==> src/timer_pkg.sv <==
// Shared constants, types and decode helper for the eight-bit timer count path.
package timer_pkg;

  // ==========================================================
  // Register map
  // ==========================================================
  localparam int ADDR_W = 4; // Byte address bits decoded by the bus slave.
  localparam logic [3:0] ADDR_COUNT = 4'h0; // Eight-bit count register.
  localparam logic [3:0] ADDR_OPTION = 4'h4; // Source, edge, assignment and rate bits.
  localparam logic [3:0] ADDR_FLAG = 4'h8; // Overflow flag, write one to clear.

  // ==========================================================
  // Field layout and reset values
  // ==========================================================
  localparam int OPT_SRC_BIT = 5; // Count source select.
  localparam int OPT_EDGE_BIT = 4; // Source edge select.
  localparam int OPT_PSA_BIT = 3; // Prescaler goes to the watchdog when set.
  localparam int RATE_W = 3; // Width of the prescaler rate field at bit 0.
  localparam int FLAG_BIT = 0; // Overflow flag position.
  localparam logic [5:0] OPTION_RESET = 6'h3F; // All option bits come up set.
  localparam logic [7:0] COUNT_RESET = 8'h00; // Count after reset.
  localparam logic [7:0] COUNT_TOP = 8'hFF; // Value that wraps to zero.

  // ==========================================================
  // Timing
  // ==========================================================
  localparam logic [1:0] HOLD_CYCLES = 2'h2; // Instruction cycles held off after a write.

  // ==========================================================
  // Bus answers
  // ==========================================================
  localparam logic [1:0] RESP_OKAY = 2'h0; // Normal access.
  localparam logic [1:0] RESP_DECERR = 2'h3; // Unmapped address.

  // Quarter phases of one instruction cycle.
  typedef enum logic [1:0] {Q1 = 2'b00, Q2 = 2'b01, Q3 = 2'b10, Q4 = 2'b11} quarter_t;

  // Register selected by an address.
  typedef enum logic [1:0] {
    SEL_COUNT = 2'b00,
    SEL_OPTION = 2'b01,
    SEL_FLAG = 2'b10,
    SEL_NONE = 2'b11
  } reg_sel_t;

  // Decodes a byte address into the register it selects.
  function automatic reg_sel_t decode(input logic [ADDR_W-1:0] addr);
    case (addr)
      ADDR_COUNT: decode = SEL_COUNT;
      ADDR_OPTION: decode = SEL_OPTION;
      ADDR_FLAG: decode = SEL_FLAG;
      default: decode = SEL_NONE;
    endcase
  endfunction

endpackage
==> src/eight_bit_timer.sv <==
// Eight-bit timer count path with an AXI4-Lite register slave.
// ==========================================================
//
// Decided for this implementation: the AXI4-Lite slave port and the placing of the registers.
`timescale 1ns/1ps
`default_nettype none
module eight_bit_timer (
  input wire logic clock, // 10 MHz system clock.
  input wire logic reset, // Synchronous reset, active high.
  input wire logic awvalid, // Write address valid.
  output logic awready, // Write address ready.
  input wire logic [timer_pkg::ADDR_W-1:0] awaddr, // Write byte address.
  input wire logic wvalid, // Write data valid.
  output logic wready, // Write data ready.
  input wire logic [31:0] wdata, // Write data.
  input wire logic [3:0] wstrb, // Write byte strobes.
  output logic bvalid, // Write response valid.
  input wire logic bready, // Write response ready.
  output logic [1:0] bresp, // Write response code.
  input wire logic arvalid, // Read address valid.
  output logic arready, // Read address ready.
  input wire logic [timer_pkg::ADDR_W-1:0] araddr, // Read byte address.
  output logic rvalid, // Read data valid.
  input wire logic rready, // Read data ready.
  output logic [31:0] rdata, // Read data.
  output logic [1:0] rresp, // Read response code.
  input wire logic external_count_input, // Count pin, asynchronous.
  input wire logic watchdog_tick, // Watchdog time base pulse.
  input wire logic watchdog_clear, // Watchdog clear pulse.
  output logic watchdog_prescaled_tick, // Divided watchdog pulse.
  output logic second_timer_gate, // One-cycle pulse on each wrap.
  output logic counter_overflow_flag // Sticky overflow flag.
);
  import timer_pkg::*;

  // ==========================================================
  // State
  // ==========================================================
  quarter_t phase, next_phase; // Quarter phase of the instruction cycle.
  logic pin_meta, pin_sync; // Two-stage synchroniser for the pin.
  logic level_prev, next_level_prev; // Previous synchronised pin level.
  logic samp_a, next_samp_a; // Prescaler bit or corrected pin level, caught on Q2.
  logic samp_b, next_samp_b; // Copy of the Q2 sample caught on Q4.
  logic [7:0] eight_bit_count_register, next_count; // The count itself.
  logic [1:0] hold, next_hold; // Instruction cycles still held off.
  logic [5:0] option, next_option; // Source, edge, assignment and rate.
  logic next_flag, next_gate; // Next flag and gate pulse.
  logic aw_taken, next_aw_taken, w_taken, next_w_taken; // Write halves held.
  logic [ADDR_W-1:0] waddr, next_waddr; // Held write address.
  logic [31:0] wdata_q, next_wdata_q; // Held write data.
  logic [3:0] wstrb_q, next_wstrb_q; // Held write strobes.
  logic next_bvalid, next_rvalid; // Next response valids.
  logic [1:0] next_bresp, next_rresp; // Next response codes.
  logic [31:0] next_rdata; // Next read data.
  logic next_awready, next_wready, next_arready; // Next ready levels.

  // ==========================================================
  // Combinational helpers
  // ==========================================================
  logic tick; // Instruction cycle pulse on Q4.
  logic count_source_select, source_edge_select, to_watchdog; // Option fields.
  logic level, edge_pulse; // Corrected pin level and its counted edge.
  logic timer_level, sample_src, sync_event, count_event; // Count path.
  logic do_write, count_write, flag_clear, wrap, presc_clear; // Write effects.
  reg_sel_t wsel, rsel; // Decoded register selects.

  // Holds the shared prescaler.
  shared_prescaler #(.WIDTH(8)) prescaler (
    .clock(clock),
    .reset(reset),
    .rate(option[RATE_W-1:0]),
    .to_watchdog(to_watchdog),
    .count_pulse(count_source_select ? edge_pulse : tick),
    .watchdog_pulse(watchdog_tick),
    .clear(presc_clear),
    .timer_level(timer_level),
    .watchdog_out(watchdog_prescaled_tick)
  );

  // Computes the next value of every register in the block except the two pin synchroniser stages.
  always_comb begin
    count_source_select = option[OPT_SRC_BIT];
    source_edge_select = option[OPT_EDGE_BIT];
    to_watchdog = option[OPT_PSA_BIT];
    tick = (phase == Q4);
    next_phase = quarter_t'(2'(phase + 2'h1));
    // Inverting for edge select one turns falling edges into rising ones.
    level = pin_sync ^ source_edge_select;
    // The history holds the raw pin, so flipping the edge select fakes no edge.
    edge_pulse = level && !(level_prev ^ source_edge_select);
    next_level_prev = pin_sync;
    // The source that the Q2/Q4 sampler watches.
    sample_src = to_watchdog ? (count_source_select && level) : timer_level;
    next_samp_a = (phase == Q2) ? sample_src : samp_a;
    next_samp_b = tick ? samp_a : samp_b;
    sync_event = tick && samp_a && !samp_b;
    // Unprescaled timer mode counts every instruction cycle directly.
    if (!count_source_select && to_watchdog) begin
      count_event = tick;
    end else begin
      count_event = sync_event;
    end
    // Bus write path: halves are taken in either order, then applied.
    do_write = aw_taken && w_taken && !bvalid;
    wsel = decode(waddr);
    count_write = do_write && (wsel == SEL_COUNT) && wstrb_q[0];
    flag_clear = do_write && (wsel == SEL_FLAG) && wstrb_q[0] && wdata_q[FLAG_BIT];
    next_aw_taken = aw_taken;
    next_w_taken = w_taken;
    next_waddr = waddr;
    next_wdata_q = wdata_q;
    next_wstrb_q = wstrb_q;
    next_bvalid = bvalid && !bready;
    next_bresp = bresp;
    if (awvalid && !aw_taken) begin
      next_aw_taken = 1'b1;
      next_waddr = awaddr;
    end
    if (wvalid && !w_taken) begin
      next_w_taken = 1'b1;
      next_wdata_q = wdata;
      next_wstrb_q = wstrb;
    end
    if (do_write) begin
      next_aw_taken = 1'b0;
      next_w_taken = 1'b0;
      next_bvalid = 1'b1;
      next_bresp = (wsel == SEL_NONE) ? RESP_DECERR : RESP_OKAY;
    end
    next_option = option;
    if (do_write && (wsel == SEL_OPTION) && wstrb_q[0]) begin
      next_option = wdata_q[5:0];
    end
    // Counter: a write wins over a count in the same cycle.
    wrap = 1'b0;
    next_count = eight_bit_count_register;
    next_hold = (tick && hold != 2'h0) ? 2'(hold - 2'h1) : hold;
    if (count_write) begin
      next_count = wdata_q[7:0];
      next_hold = HOLD_CYCLES;
    end else if (count_event && hold == 2'h0) begin
      next_count = 8'(eight_bit_count_register + 8'h01);
      wrap = (eight_bit_count_register == COUNT_TOP);
    end
    // Owner-specific clear of the prescaler count.
    presc_clear = to_watchdog ? watchdog_clear : count_write;
    // The set wins over a clear arriving in the same cycle.
    next_flag = wrap || (counter_overflow_flag && !flag_clear);
    next_gate = wrap;
    // Read path: one read in flight, answered the cycle after it is taken.
    rsel = decode(araddr);
    next_rvalid = rvalid && !rready;
    next_rdata = rdata;
    next_rresp = rresp;
    if (arvalid && arready) begin
      next_rvalid = 1'b1;
      next_rresp = (rsel == SEL_NONE) ? RESP_DECERR : RESP_OKAY;
      unique case (rsel)
        SEL_COUNT: next_rdata = {24'h000000, eight_bit_count_register};
        SEL_OPTION: next_rdata = {26'h0000000, option};
        SEL_FLAG: next_rdata = {31'h00000000, counter_overflow_flag};
        SEL_NONE: next_rdata = 32'h00000000;
      endcase
    end
    // Readies are registered copies of what the next state will allow.
    next_awready = !next_aw_taken && !next_bvalid;
    next_wready = !next_w_taken && !next_bvalid;
    next_arready = !next_rvalid; // A read is accepted only with no answer pending.
  end

  // Registers all state; the synchroniser's first stage feeds only the second.
  always_ff @(posedge clock) begin
    if (reset) begin
      phase <= Q1;
      pin_meta <= 1'b0;
      pin_sync <= 1'b0;
      level_prev <= 1'b0;
      samp_a <= 1'b1; // High, like an idle-low pin seen with falling edges.
      samp_b <= 1'b1; // Matching high, so no false count follows reset.
      eight_bit_count_register <= COUNT_RESET;
      hold <= 2'h0;
      option <= OPTION_RESET;
      counter_overflow_flag <= 1'b0;
      second_timer_gate <= 1'b0;
      aw_taken <= 1'b0;
      w_taken <= 1'b0;
      waddr <= '0;
      wdata_q <= 32'h00000000;
      wstrb_q <= 4'h0;
      bvalid <= 1'b0;
      awready <= 1'b1;
      wready <= 1'b1;
      arready <= 1'b1;
      bresp <= RESP_OKAY;
      rvalid <= 1'b0;
      rdata <= 32'h00000000;
      rresp <= RESP_OKAY;
    end else begin
      phase <= next_phase;
      pin_meta <= external_count_input;
      pin_sync <= pin_meta;
      level_prev <= next_level_prev;
      samp_a <= next_samp_a;
      samp_b <= next_samp_b;
      eight_bit_count_register <= next_count;
      hold <= next_hold;
      option <= next_option;
      counter_overflow_flag <= next_flag;
      second_timer_gate <= next_gate;
      aw_taken <= next_aw_taken;
      w_taken <= next_w_taken;
      waddr <= next_waddr;
      wdata_q <= next_wdata_q;
      wstrb_q <= next_wstrb_q;
      bvalid <= next_bvalid;
      awready <= next_awready;
      wready <= next_wready;
      arready <= next_arready;
      bresp <= next_bresp;
      rvalid <= next_rvalid;
      rdata <= next_rdata;
      rresp <= next_rresp;
    end
  end
endmodule
`default_nettype wire

==> src/shared_prescaler.sv <==
// Eight-bit prescaler shared between the count path and the watchdog.
`timescale 1ns/1ps
`default_nettype none
module shared_prescaler #(
  parameter int WIDTH = 8 // Prescaler counter width.
) (
  input wire logic clock, // System clock.
  input wire logic reset, // Synchronous reset, active high.
  input wire logic [timer_pkg::RATE_W-1:0] rate, // Division rate select.
  input wire logic to_watchdog, // High when the watchdog owns the prescaler.
  input wire logic count_pulse, // Count events from the timer side.
  input wire logic watchdog_pulse, // Count events from the watchdog side.
  input wire logic clear, // Clears the internal count.
  output logic timer_level, // Selected counter bit for the timer side.
  output logic watchdog_out // One-cycle divided pulse for the watchdog.
);
  import timer_pkg::*;

  // The rate field must be able to pick every bit of the counter.
  if (WIDTH != (1 << RATE_W)) begin : g_bad_width
    $error("Prescaler width must equal two to the rate field width.");
  end

  logic [WIDTH-1:0] count; // Internal count, not visible to software.
  logic [WIDTH-1:0] next_count; // Next internal count.
  logic next_watchdog_out; // Next watchdog pulse.
  logic in_pulse; // Event from whichever side owns the prescaler.
  logic [WIDTH-1:0] mask; // Low bits that must be all ones for a watchdog pulse.

  // ==========================================================
  // Next-state logic
  // ==========================================================
  // Counts events from the owner and clears on request; clear beats counting.
  always_comb begin
    in_pulse = to_watchdog ? watchdog_pulse : count_pulse;
    mask = WIDTH'((WIDTH'(1) << rate) - WIDTH'(1));
    next_count = count;
    next_watchdog_out = 1'b0;
    if (clear) begin
      next_count = '0;
    end else if (in_pulse) begin
      next_count = WIDTH'(count + WIDTH'(1));
      // Watchdog rates run one step faster than timer rates, down to 1:1.
      next_watchdog_out = to_watchdog && ((count & mask) == mask);
    end
  end

  // Registers the prescaler state.
  always_ff @(posedge clock) begin
    if (reset) begin
      count <= '0;
      watchdog_out <= 1'b0;
    end else begin
      count <= next_count;
      watchdog_out <= next_watchdog_out;
    end
  end

  // The timer side sees bit rate, giving rates of 1:2 up to 1:256.
  assign timer_level = count[rate];

endmodule
`default_nettype wire

==> config.mk <==
export PLATFORM = sky130hd
export DESIGN_NAME = eight_bit_timer
export DESIGN_NICKNAME = d
export VERILOG_FILES = /design/src/timer_pkg.sv /design/src/eight_bit_timer.sv /design/src/shared_prescaler.sv
export SDC_FILE = /design/constraint.sdc
export NUM_CORES = 1
export LEC_CHECK = 0
export BUFFER_PORTS_ARGS = -buffer_cell sky130_fd_sc_hd__buf_2
export CAP_MARGIN = 20
export CORE_ASPECT_RATIO = 0.9
export CORE_UTILIZATION = 47
export CTS_BUF_LIST = sky130_fd_sc_hd__clkbuf_2 sky130_fd_sc_hd__clkbuf_4 sky130_fd_sc_hd__clkbuf_8
export DETAILED_ROUTE_END_ITERATION = 6
export HOLD_SLACK_MARGIN = 0.08
export PLACE_DENSITY = 0.78
export SLEW_MARGIN = 10
export SYNTH_ARGS = -nofsm -noshare
export SYNTH_HDL_FRONTEND = slang
export SYNTH_SLANG_ARGS = --single-unit
==> constraint.sdc <==
create_clock -name clock -period 1.8 [get_ports clock]
set_clock_uncertainty 0.1 [all_clocks]
set_input_delay 0.18 -clock clock [delete_from_list [all_inputs] [get_ports clock]]
set_output_delay 0.18 -clock clock [all_outputs]
set_load 0.005 [all_outputs]
==> flow_summary.yaml, run 1 <==
clock_tree:
  clkSinkCount: 64
  cts_tree: "yes"
  clockBufferDepth: 2
  clk_pin_slew_ns: 0.08
  cts_htree_levels: 3
  numCtsBuffers: 9
  clockRootBuffer: "clkbuf_8"
  worstSkewPairLatency_ns: 0.35
power:
  p_per_area_nw_per_um2: 830
  power.switching_uw: 771
  intPower_mw: 2.41
  combPwrFrac_pct: 8.3
  clockPowerShare_pct: 44.7
  ir_worst_vdd_mv: 0.944
  pwr-share-seq_pct: 47.1
  p_leak_nw: 1.66
  switching_share_pct: 24.2
  power_mw: 3.18
placement:
  place_hpwl_um: 4560
  portBuffers: 46
  detailedPlace.worstSlack_ns: 0.00556
  placed_area_um2: 3340
  place_congestion: 0.812
worst_setup_path:
  crit_end: "prescaler.count[4]"
  reg2regPathDepth: 5
  path_max_fanout: 6
  crit_type: "flip-flop to flip-flop"
  startpoint: "next_level_prev"
  critical_path_required_ns: 1.99
  cp.arrival_ns: 1.97
  crit_path_end_kind: "flip-flop"
  r2r-end: "prescaler.count[4]"
  r2r_start: "next_level_prev"
  cp-start-kind: "flip-flop"
  rrSetupSlack_ns: 0.02
synthesis:
  synth.yosys.seq_area_share_pct: 42.2
  synth_flop_cell: "dfxtp_1"
  synth_most_common_cell: "dfxtp_1"
  yosys.cell_types.count: 43
  netlist.area_leader.share_pct: 42.2
  yosys.area.top_type: "dfxtp_1"
  synth.area.top_cells: "dfxtp_1 42%, mux2i_1 6.6%, buf_4 6.4%"
  netlist_top_cells_count: "64 x dfxtp_1, 39 x nand2_1, 38 x nor2_1, 26 x buf_4, 23 x a21oi_1"
  synth_seq_cells: 64
  synth_cells: 348
  syn_area_um2: 3040
  syn_avg_cell_area_um2: 8.73
  async_reset_ff_share_pct: 0
  synth-edff-count: 0
  yosysWarnings: 0
status:
  status: "finished, final reports clean"
global_routing:
  grt_pass1_vias: 2437
  grt.total_usage_pct: 20.9
  grt_max_degree: 19
  grt_pass1_wl_um: 10900
  antenna_found_initial: 0
  grt_overflow: 0
routing:
  vias: 2602
  postRouteAntennaNets: 0
  first_iter_violations: 131
  wl_um: 6750
  post_drt_via_cell_ratio: 5.05
  dr.pass1.iters: 4
  maxUsedRoutingLayer: "met4"
  wire_per_inst_um: 13.1
  wl_met2_um: 3330
  met3_length_um: 340
  drc: 0
  wl_met1_um: 2970
die:
  num_rows: 27
  ios: 98
  die-area_um2: 6790
  core_area_um2: 6180
  dieHeight_um: 78.3
  start_util_pct: 49.1
  die_w_um: 86.7
sta:
  finalSetupViolations: 0
  hold_viol_final: 0
  worst_slack_ns: 0.0192
  fin_crit_sh_pct: 98.9
  finalCriticalPeriod_ns: 1.78
  rsz0062_at_grt: "yes"
  slew_violations: 0
  fmax_ghz: 0.562
  setup_tns_ns: 0
  whs_ns: 0.0973
cells_and_area:
  drive_gt1_share_pct: 24.3
  fin_nets: 483
  finish.instance_area_um2: 3830
  area_growth_pct: 26.2
  antenna_cells: 0
run:
  cap_violations: 0
min_path:
  hp-class: "input pin to flip-flop"
==> layout by cell type (no fill, tap or decap), drive strengths merged, types with 4 or more instances in the layout <==
cell,n
dfxtp,64
inv,8
mux2i,20
a211oi,9
clkbuf,10
nor2,39
dlygate4sd3,19
nand4,8
a21oi,25
nand2,39
ha,6
nor2b,6
o21ai,10
nand3,5
or3,4
nand2b,8
buf,67
and3,6
conb,24
xor2,12
nor3,9
==> flip-flops by register name (all words and copies together), names as in the netlist, 2 cells and up <==
name                      count
prescaler.count               8
eight_bit_count_register      8
option                        6
rdata                         8
phase                         2
waddr                         4
hold                          2
wdata_q                       8
==> how the worst min path moves through the flow <==
stage	from	end	slack (ns)	cells past startpoint
floorplan	external_count_input	pin_meta	0.21	1
global placement	external_count_input	pin_meta	0.30	2
detailed placement	external_count_input	pin_meta	0.30	2
CTS	bready	bvalid	0.09	4
global route	reset	waddr[3]	0.09	2
finish	reset	waddr[3]	0.1	2
==> cell families after synthesis <==
kind of cell    synth area share, %
fa+ha+maj                      2.47
simple gates                   20.7
xor+xnor                       4.32
mux                            8.07
flops                          42.2
buf+inv                        9.88
compound gates                 12.2
other cells                   0.123
==> layout make-up <==
| type | instances | area (um^2) |
|---|---|---|
| fillers | 501 | 2350 |
| multi-input cells | 254 | 1600 |
| flip-flops and latches | 64 | 1280 |
| repair buffers | 86 | 586 |
| clock buffers | 10 | 138 |
| well taps | 87 | 109 |
| clock inverters | 6 | 91.3 |
| inverters | 8 | 30.0 |
==> timing repair <==
action	in CTS	in global routing
setup endpoints to repair	1	13
pin swaps	1	4
gates cloned	0	0
setup buffers	0	1
gates resized for setup	0	15
hold buffers	19	0
endpoints found under the hold margin	22	0
==> worst max-delay path, stage by stage, from the launching register on <==
cell and delay, ns:
dfxtp_2 0.34, or3b_4 0.38, a311oi_4 0.37, nor2_4 0.07, or3_4 0.34, a21oi_2 0.13
==> stage by stage <==
stage	util, %	cells
floorplan	-	371
global placement	54.1	479
detailed placement	54.1	479
CTS	60.9	514
global route	62.0	515
finish	62.0	515
==> layer usage <==
layer	vias up	global-route usage, %
met3	12	6.94
met5	-	0
met1	1223	24.8
met2	73	35.3
met4	0	7.17
li1	1294	-
==> power by group through the flow <==
stage / sequential [mW] / clock, mW / combinational, mW
6_report: 1.50 / 1.42 / 0.264
5_1_grt: 1.50 / 1.51 / 0.295
4_1_cts: 1.50 / 1.42 / 0.258
3_5_place_dp: 1.53 / 0 / 0.225
3_3_place_gp: 1.53 / 0 / 0.218
2_1_floorplan: 1.52 / 0 / 0.179
No activity file was read; power rests on OpenSTA's default activity.
==> inputs of run 2 (changes only) <==
--- a/config.mk
+++ b/config.mk
@@ -12,7 +12,7 @@
 export CTS_BUF_LIST = sky130_fd_sc_hd__clkbuf_2 sky130_fd_sc_hd__clkbuf_4 sky130_fd_sc_hd__clkbuf_8
 export DETAILED_ROUTE_END_ITERATION = 6
 export HOLD_SLACK_MARGIN = 0.08
-export PLACE_DENSITY = 0.78
+export PLACE_DENSITY_LB_ADDON = 0.08
 export SLEW_MARGIN = 10
 export SYNTH_ARGS = -nofsm -noshare
 export SYNTH_HDL_FRONTEND = slang
==> run 2 against run 1 <==
Against the previous run: highest routed layer unchanged; sequential power barely moved; critical path depth did not move; final cell count grew 0.39%; register-to-register slack improved by 0.02 ns; clock-buffer cell count unchanged; largest power group unchanged; routed wire length fell by 5.1%; largest cell class unchanged.
==> flow_summary.yaml, run 2 (synthesized netlist as in run 1, its figures left out) <==
clock_tree:
  cts_tree: "yes"
  cts_htree_levels: 3
  clockBufferDepth: 2
  clkSinkCount: 64
  worstSkewPairLatency_ns: 0.34
  clk_pin_slew_ns: 0.07
  numCtsBuffers: 9
  clockRootBuffer: "clkbuf_8"
worst_setup_path:
  reg2regPathDepth: 5
  path_max_fanout: 6
  cp-start-kind: "flip-flop"
  critPathSlowestCell: "or3b_4"
  crit_end: "prescaler.count[4]"
  critical_path_required_ns: 1.98
  crit_type: "flip-flop to flip-flop"
  r2r-end: "prescaler.count[4]"
  rrSetupSlack_ns: 0.04
  max_stage_delay_ns: 0.40
  r2r_start: "option[4]"
  startpoint: "option[4]"
  crit_path_end_kind: "flip-flop"
  cp.arrival_ns: 1.94
  cp_cell_sequence: "or3b_4 -> a311oi_4 -> nor2_4 -> or3_1 -> a21oi_2"
cells_and_area:
  finish.instance_area_um2: 3840
  area_growth_pct: 26.4
  final_common_cell: "dfxtp_1"
  stdcell_count: 517
  drive_gt1_share_pct: 24.2
  antenna_cells: 0
  fin_nets: 485
  final_cell_mix: "60 x dfxtp_1, 46 x buf_2, 39 x nand2_1"
  nFillCells: 559
  final_util_pct: 62.1
sta:
  whs_ns: 0.112
  rsz0062_at_grt: "yes"
  finalCriticalPeriod_ns: 1.76
  relSlewSlack_pct: 61.7
  tightest_slew_ns: 0.573
  finalSetupViolations: 0
  fin_crit_sh_pct: 97.8
  worst_slack_ns: 0.0402
  hold_viol_final: 0
  fmax_ghz: 0.568
  slew_violations: 0
placement:
  place_hpwl_um: 4430
  portBuffers: 46
  detailedPlace.worstSlack_ns: 0.00369
  placed_area_um2: 3350
  place_congestion: 0.840
  dp_cells: 478
global_routing:
  grt_pass1_wl_um: 10500
  grt_overflow: 0
  grt_pass1_vias: 2282
  grt.total_usage_pct: 20.0
  antenna_found_initial: 0
  grt_max_degree: 20
power:
  p_per_area_nw_per_um2: 772
  p_leak_nw: 1.67
  ir_worst_vdd_mv: 0.478
die:
  num_rows: 27
  dieHeight_um: 78.3
  start_util_pct: 49.1
  die_w_um: 86.7
  die-area_um2: 6790
  ios: 98
  core_area_um2: 6180
routing:
  wl_um: 6400
  wire_per_inst_um: 12.4
  postRouteAntennaNets: 0
  dr.pass1.iters: 4
  first_iter_violations: 95
  post_drt_via_cell_ratio: 4.84
  drc: 0
  vias: 2502
min_path:
  hp-start: "araddr[2]"
  hp-class: "input pin to flip-flop"
status:
  status: "finished, final reports clean"
run:
  cap_violations: 0
## run 2: worst max-delay path: cells and delay by family (launching register included)
kind / cells / cell delay (ns)
and+or+nand+nor: 3 / 0.77
DFF: 1 / 0.32
AOI/OAI and AO/OA: 2 / 0.51
## run 2: worst min-delay path by stage
stage          slack, ns  depth (start not counted)  endpoint
2_1_floorplan       0.21                          1  pin_meta
3_3_place_gp        0.29                          2  pin_meta
3_5_place_dp        0.29                          2  pin_meta
4_1_cts             0.09                          4  rdata[0]
5_1_grt             0.13                          4  rdata[0]
6_report            0.11                          3  rresp[0]
## run 2: report_power, final
group / internal [mW] / total (mW) / leakage, nW / switching, mW
sequential: 1.46 / 1.50 / 0.521 / 0.0337
combinational: 0.132 / 0.265 / 1.05 / 0.133
clock: 0.647 / 1.21 / 0.0955 / 0.559
## run 2: area by class of cell
cell class                 instances  area (um^2)  area share [%]
inverter                           8         30.0           0.782
multi-input combinational        254         1610            41.8
clock inverter                     6         60.1            1.56
sequential                        64         1290            33.5
clock buffer                      10          131            3.42
tap                               87          109            2.83
timing repair buffer              88          619            16.1
## run 2: metrics by stage
stage / power [mW] / setup TNS, ns
finish: 2.97 / 0
global route: 3.10 / -0.0698
CTS: 2.99 / 0
detailed placement: 1.75 / 0
global placement: 1.75 / 0
floorplan: 1.70 / 0
## run 2: timing repair
action / 4_1_cts / 5_1_grt
gates cloned: 0 / 0
hold buffers: 23 / 0
setup endpoints to repair: 2 / 25
setup buffers: 0 / 0
resized for setup: 1 / 18
pin swaps: 1 / 4
endpoints found under the hold margin: 26 / 0
## run 2: routing by layer
layer / global-route usage [%] / vias to the layer above / routed length, um
met5: 0 / - / 0
met4: 6.67 / 0 / 82
met3: 6.62 / 7 / 221
met2: 31.3 / 40 / 3000
met1: 25.8 / 1149 / 3090
li1: - / 1306 / -
==> inputs of run 3 (changes only) <==
--- a/config.mk
+++ b/config.mk
@@ -8,7 +8,7 @@
 export BUFFER_PORTS_ARGS = -buffer_cell sky130_fd_sc_hd__buf_2
 export CAP_MARGIN = 20
 export CORE_ASPECT_RATIO = 0.9
-export CORE_UTILIZATION = 47
+export CORE_UTILIZATION = 35
 export CTS_BUF_LIST = sky130_fd_sc_hd__clkbuf_2 sky130_fd_sc_hd__clkbuf_4 sky130_fd_sc_hd__clkbuf_8
 export DETAILED_ROUTE_END_ITERATION = 6
 export HOLD_SLACK_MARGIN = 0.08
@@ -16,4 +16,5 @@
 export SLEW_MARGIN = 10
 export SYNTH_ARGS = -nofsm -noshare
 export SYNTH_HDL_FRONTEND = slang
+export SYNTH_HIERARCHICAL = 1
 export SYNTH_SLANG_ARGS = --single-unit
==> run 3 against run 2 <==
Against the previous run: the run now ends with setup timing left; worst setup slack got worse by 0.15 ns; first-iteration DRC count decreased by 17%; critical path depth grew 1; sequential cell count unchanged; sequential power barely moved; routed wire length is 10% higher; fmax decreased by 7.8%; register-to-register slack got worse by 0.15 ns; clock power barely moved; total power grew 1.8%; synthesized cell count rose by 2.3%; critical path type unchanged.
==> flow_summary.yaml, run 3 <==
sta:
  finalCriticalPeriod_ns: 1.91
  hold_viol_final: 0
  finalSetupViolations: 1
  rsz0062_at_grt: "yes"
  fin_crit_sh_pct: 106
  slew_violations: 0
  setup_tns_ns: -0.108
  worst_slack_ns: -0.108
  whs_ns: 0.117
  fmax_ghz: 0.524
routing:
  post_drt_via_cell_ratio: 4.66
  wl_um: 7040
  postRouteAntennaNets: 0
  first_iter_violations: 79
  dr.pass1.iters: 4
  drc: 0
  wire_per_inst_um: 12.3
  vias: 2667
global_routing:
  grt_pass1_wl_um: 12100
  grt_max_degree: 39
  grt_pass1_vias: 2542
  antenna_found_initial: 0
  grt_overflow: 0
  grt.total_usage_pct: 16.9
synthesis:
  syn_avg_cell_area_um2: 8.73
  synth_seq_cells: 64
  synth_flop_cell: "dfxtp_1"
  synth-edff-count: 0
  async_reset_ff_share_pct: 0
  synth_most_common_cell: "dfxtp_1"
  syn_area_um2: 3110
  netlist_top_cells_count: "64 x dfxtp_1, 47 x nand2_1, 39 x nor2_1, 26 x buf_4, 22 x a21oi_1"
  synth.area.top_cells: "dfxtp_1 41%, buf_4 6.3%, nand2_1 5.7%"
  yosys.cell_types.count: 52
  synth.yosys.seq_area_share_pct: 41.2
  synth_cells: 356
  yosys.area.top_type: "dfxtp_1"
  yosysWarnings: 6
  netlist.area_leader.share_pct: 41.2
clock_tree:
  clkSinkCount: 64
  cts_tree: "yes"
  numCtsBuffers: 9
  clockBufferDepth: 2
  clk_pin_slew_ns: 0.08
  clockRootBuffer: "clkbuf_8"
  worstSkewPairLatency_ns: 0.34
  cts_htree_levels: 3
die:
  core_area_um2: 8610
  start_util_pct: 36.1
  ios: 98
  die_w_um: 101
  num_rows: 32
  die-area_um2: 9260
  dieHeight_um: 91.4
cells_and_area:
  finish.instance_area_um2: 3990
  area_growth_pct: 28.4
  final_common_cell: "dfxtp_1"
  antenna_cells: 0
  drive_gt1_share_pct: 25.2
  final_util_pct: 46.4
  stdcell_count: 572
  fin_nets: 508
  final_cell_mix: "61 x dfxtp_1, 47 x nand2_1, 46 x buf_2"
status:
  violations: "setup timing"
  status: "finished with violations"
worst_setup_path:
  max_stage_delay_ns: 0.39
  critPathSlowestCell: "or3_4"
  cp-start-kind: "flip-flop"
  cp_cell_sequence: "or3_4 -> ha_4 -> nor2_2 -> a2111o_1 -> a221o_1 -> nor3_2"
  crit_type: "flip-flop to flip-flop"
  path_max_fanout: 2
  critical_path_required_ns: 1.97
  crit_path_end_kind: "flip-flop"
  cp.arrival_ns: 2.08
power:
  p_leak_nw: 1.67
  p_per_area_nw_per_um2: 756
  ir_worst_vdd_mv: 0.422
  power_mw: 3.02
placement:
  place_hpwl_um: 5100
  detailedPlace.worstSlack_ns: -0.143
  portBuffers: 46
  placed_area_um2: 3550
  place_congestion: 0.750
  dp_cells: 533
run:
  cap_violations: 0
min_path:
  hp-class: "input pin to flip-flop"
## run 3: metal layers
layer / global-route usage [%] / part of all wire [%] / vias up
met3: 4.93 / 4.0 / 7
li1: - / - / 1366
met1: 22.5 / 50 / 1224
met2: 26.4 / 45 / 70
met4: 4.35 / 0.99 / 0
met5: 0 / 0 / -
## run 3: path summary, 6_finish.rpt
kind | start | endpoint | slack, ns | cells after the start
worst max-delay path | option[1] | prescaler/watchdog_out | -0.11 | 6
worst min-delay path | araddr[2] | rdata[7] | 0.12 | 4
worst max register to register | option[1] | prescaler/watchdog_out | -0.11 | 6
worst min register to register | pin_meta | next_level_prev | 0.35 | 1
## run 3: layout make-up
cell class              instances  area (um^2)
clock buffers                   9          124
clock inverters                 7         71.3
fillers                       880         4620
inverters                      13         48.8
multi-input cells             261         1630
flip-flops and latches         64         1280
well taps                     119          149
repair buffers                 99          683
## run 3: cells by family (layout without fill, tap and decap cells)
kind of cell / after synthesis / count (layout) / share of synthesized area (%)
flops: 64 / 64 / 41.2
other cells: 1 / 24 / 0.121
simple gates: 135 / 135 / 21.4
buf+inv: 54 / 128 / 10.1
fa+ha+maj: 6 / 6 / 2.41
mux: 16 / 16 / 6.24
compound gates: 64 / 64 / 14.0
xor+xnor: 16 / 16 / 4.51
## run 3: worst max-delay path, delay by kind of cell (launching register included)
kind | cells | cell delay (ns)
flip-flops | 1 | 0.32
AND/OR/NAND/NOR | 3 | 0.52
adder cells (fa/ha/maj) | 1 | 0.28
AO/OA/AOI/OAI | 2 | 0.63
## run 3: repair_timing
item / 4_1_cts / 5_1_grt
hold endpoints to repair: 20 / 0
endpoints found under the setup margin: 2 / 13
resized for setup: 3 / 5
pin swaps: 1 / 3
hold buffers: 22 / 0
setup buffers: 1 / 0
## run 3: where the power goes
group	switching [mW]	total (mW)	internal (mW)
combinational	0.149	0.291	0.142
clock	0.585	1.22	0.638
sequential	0.0362	1.51	1.47
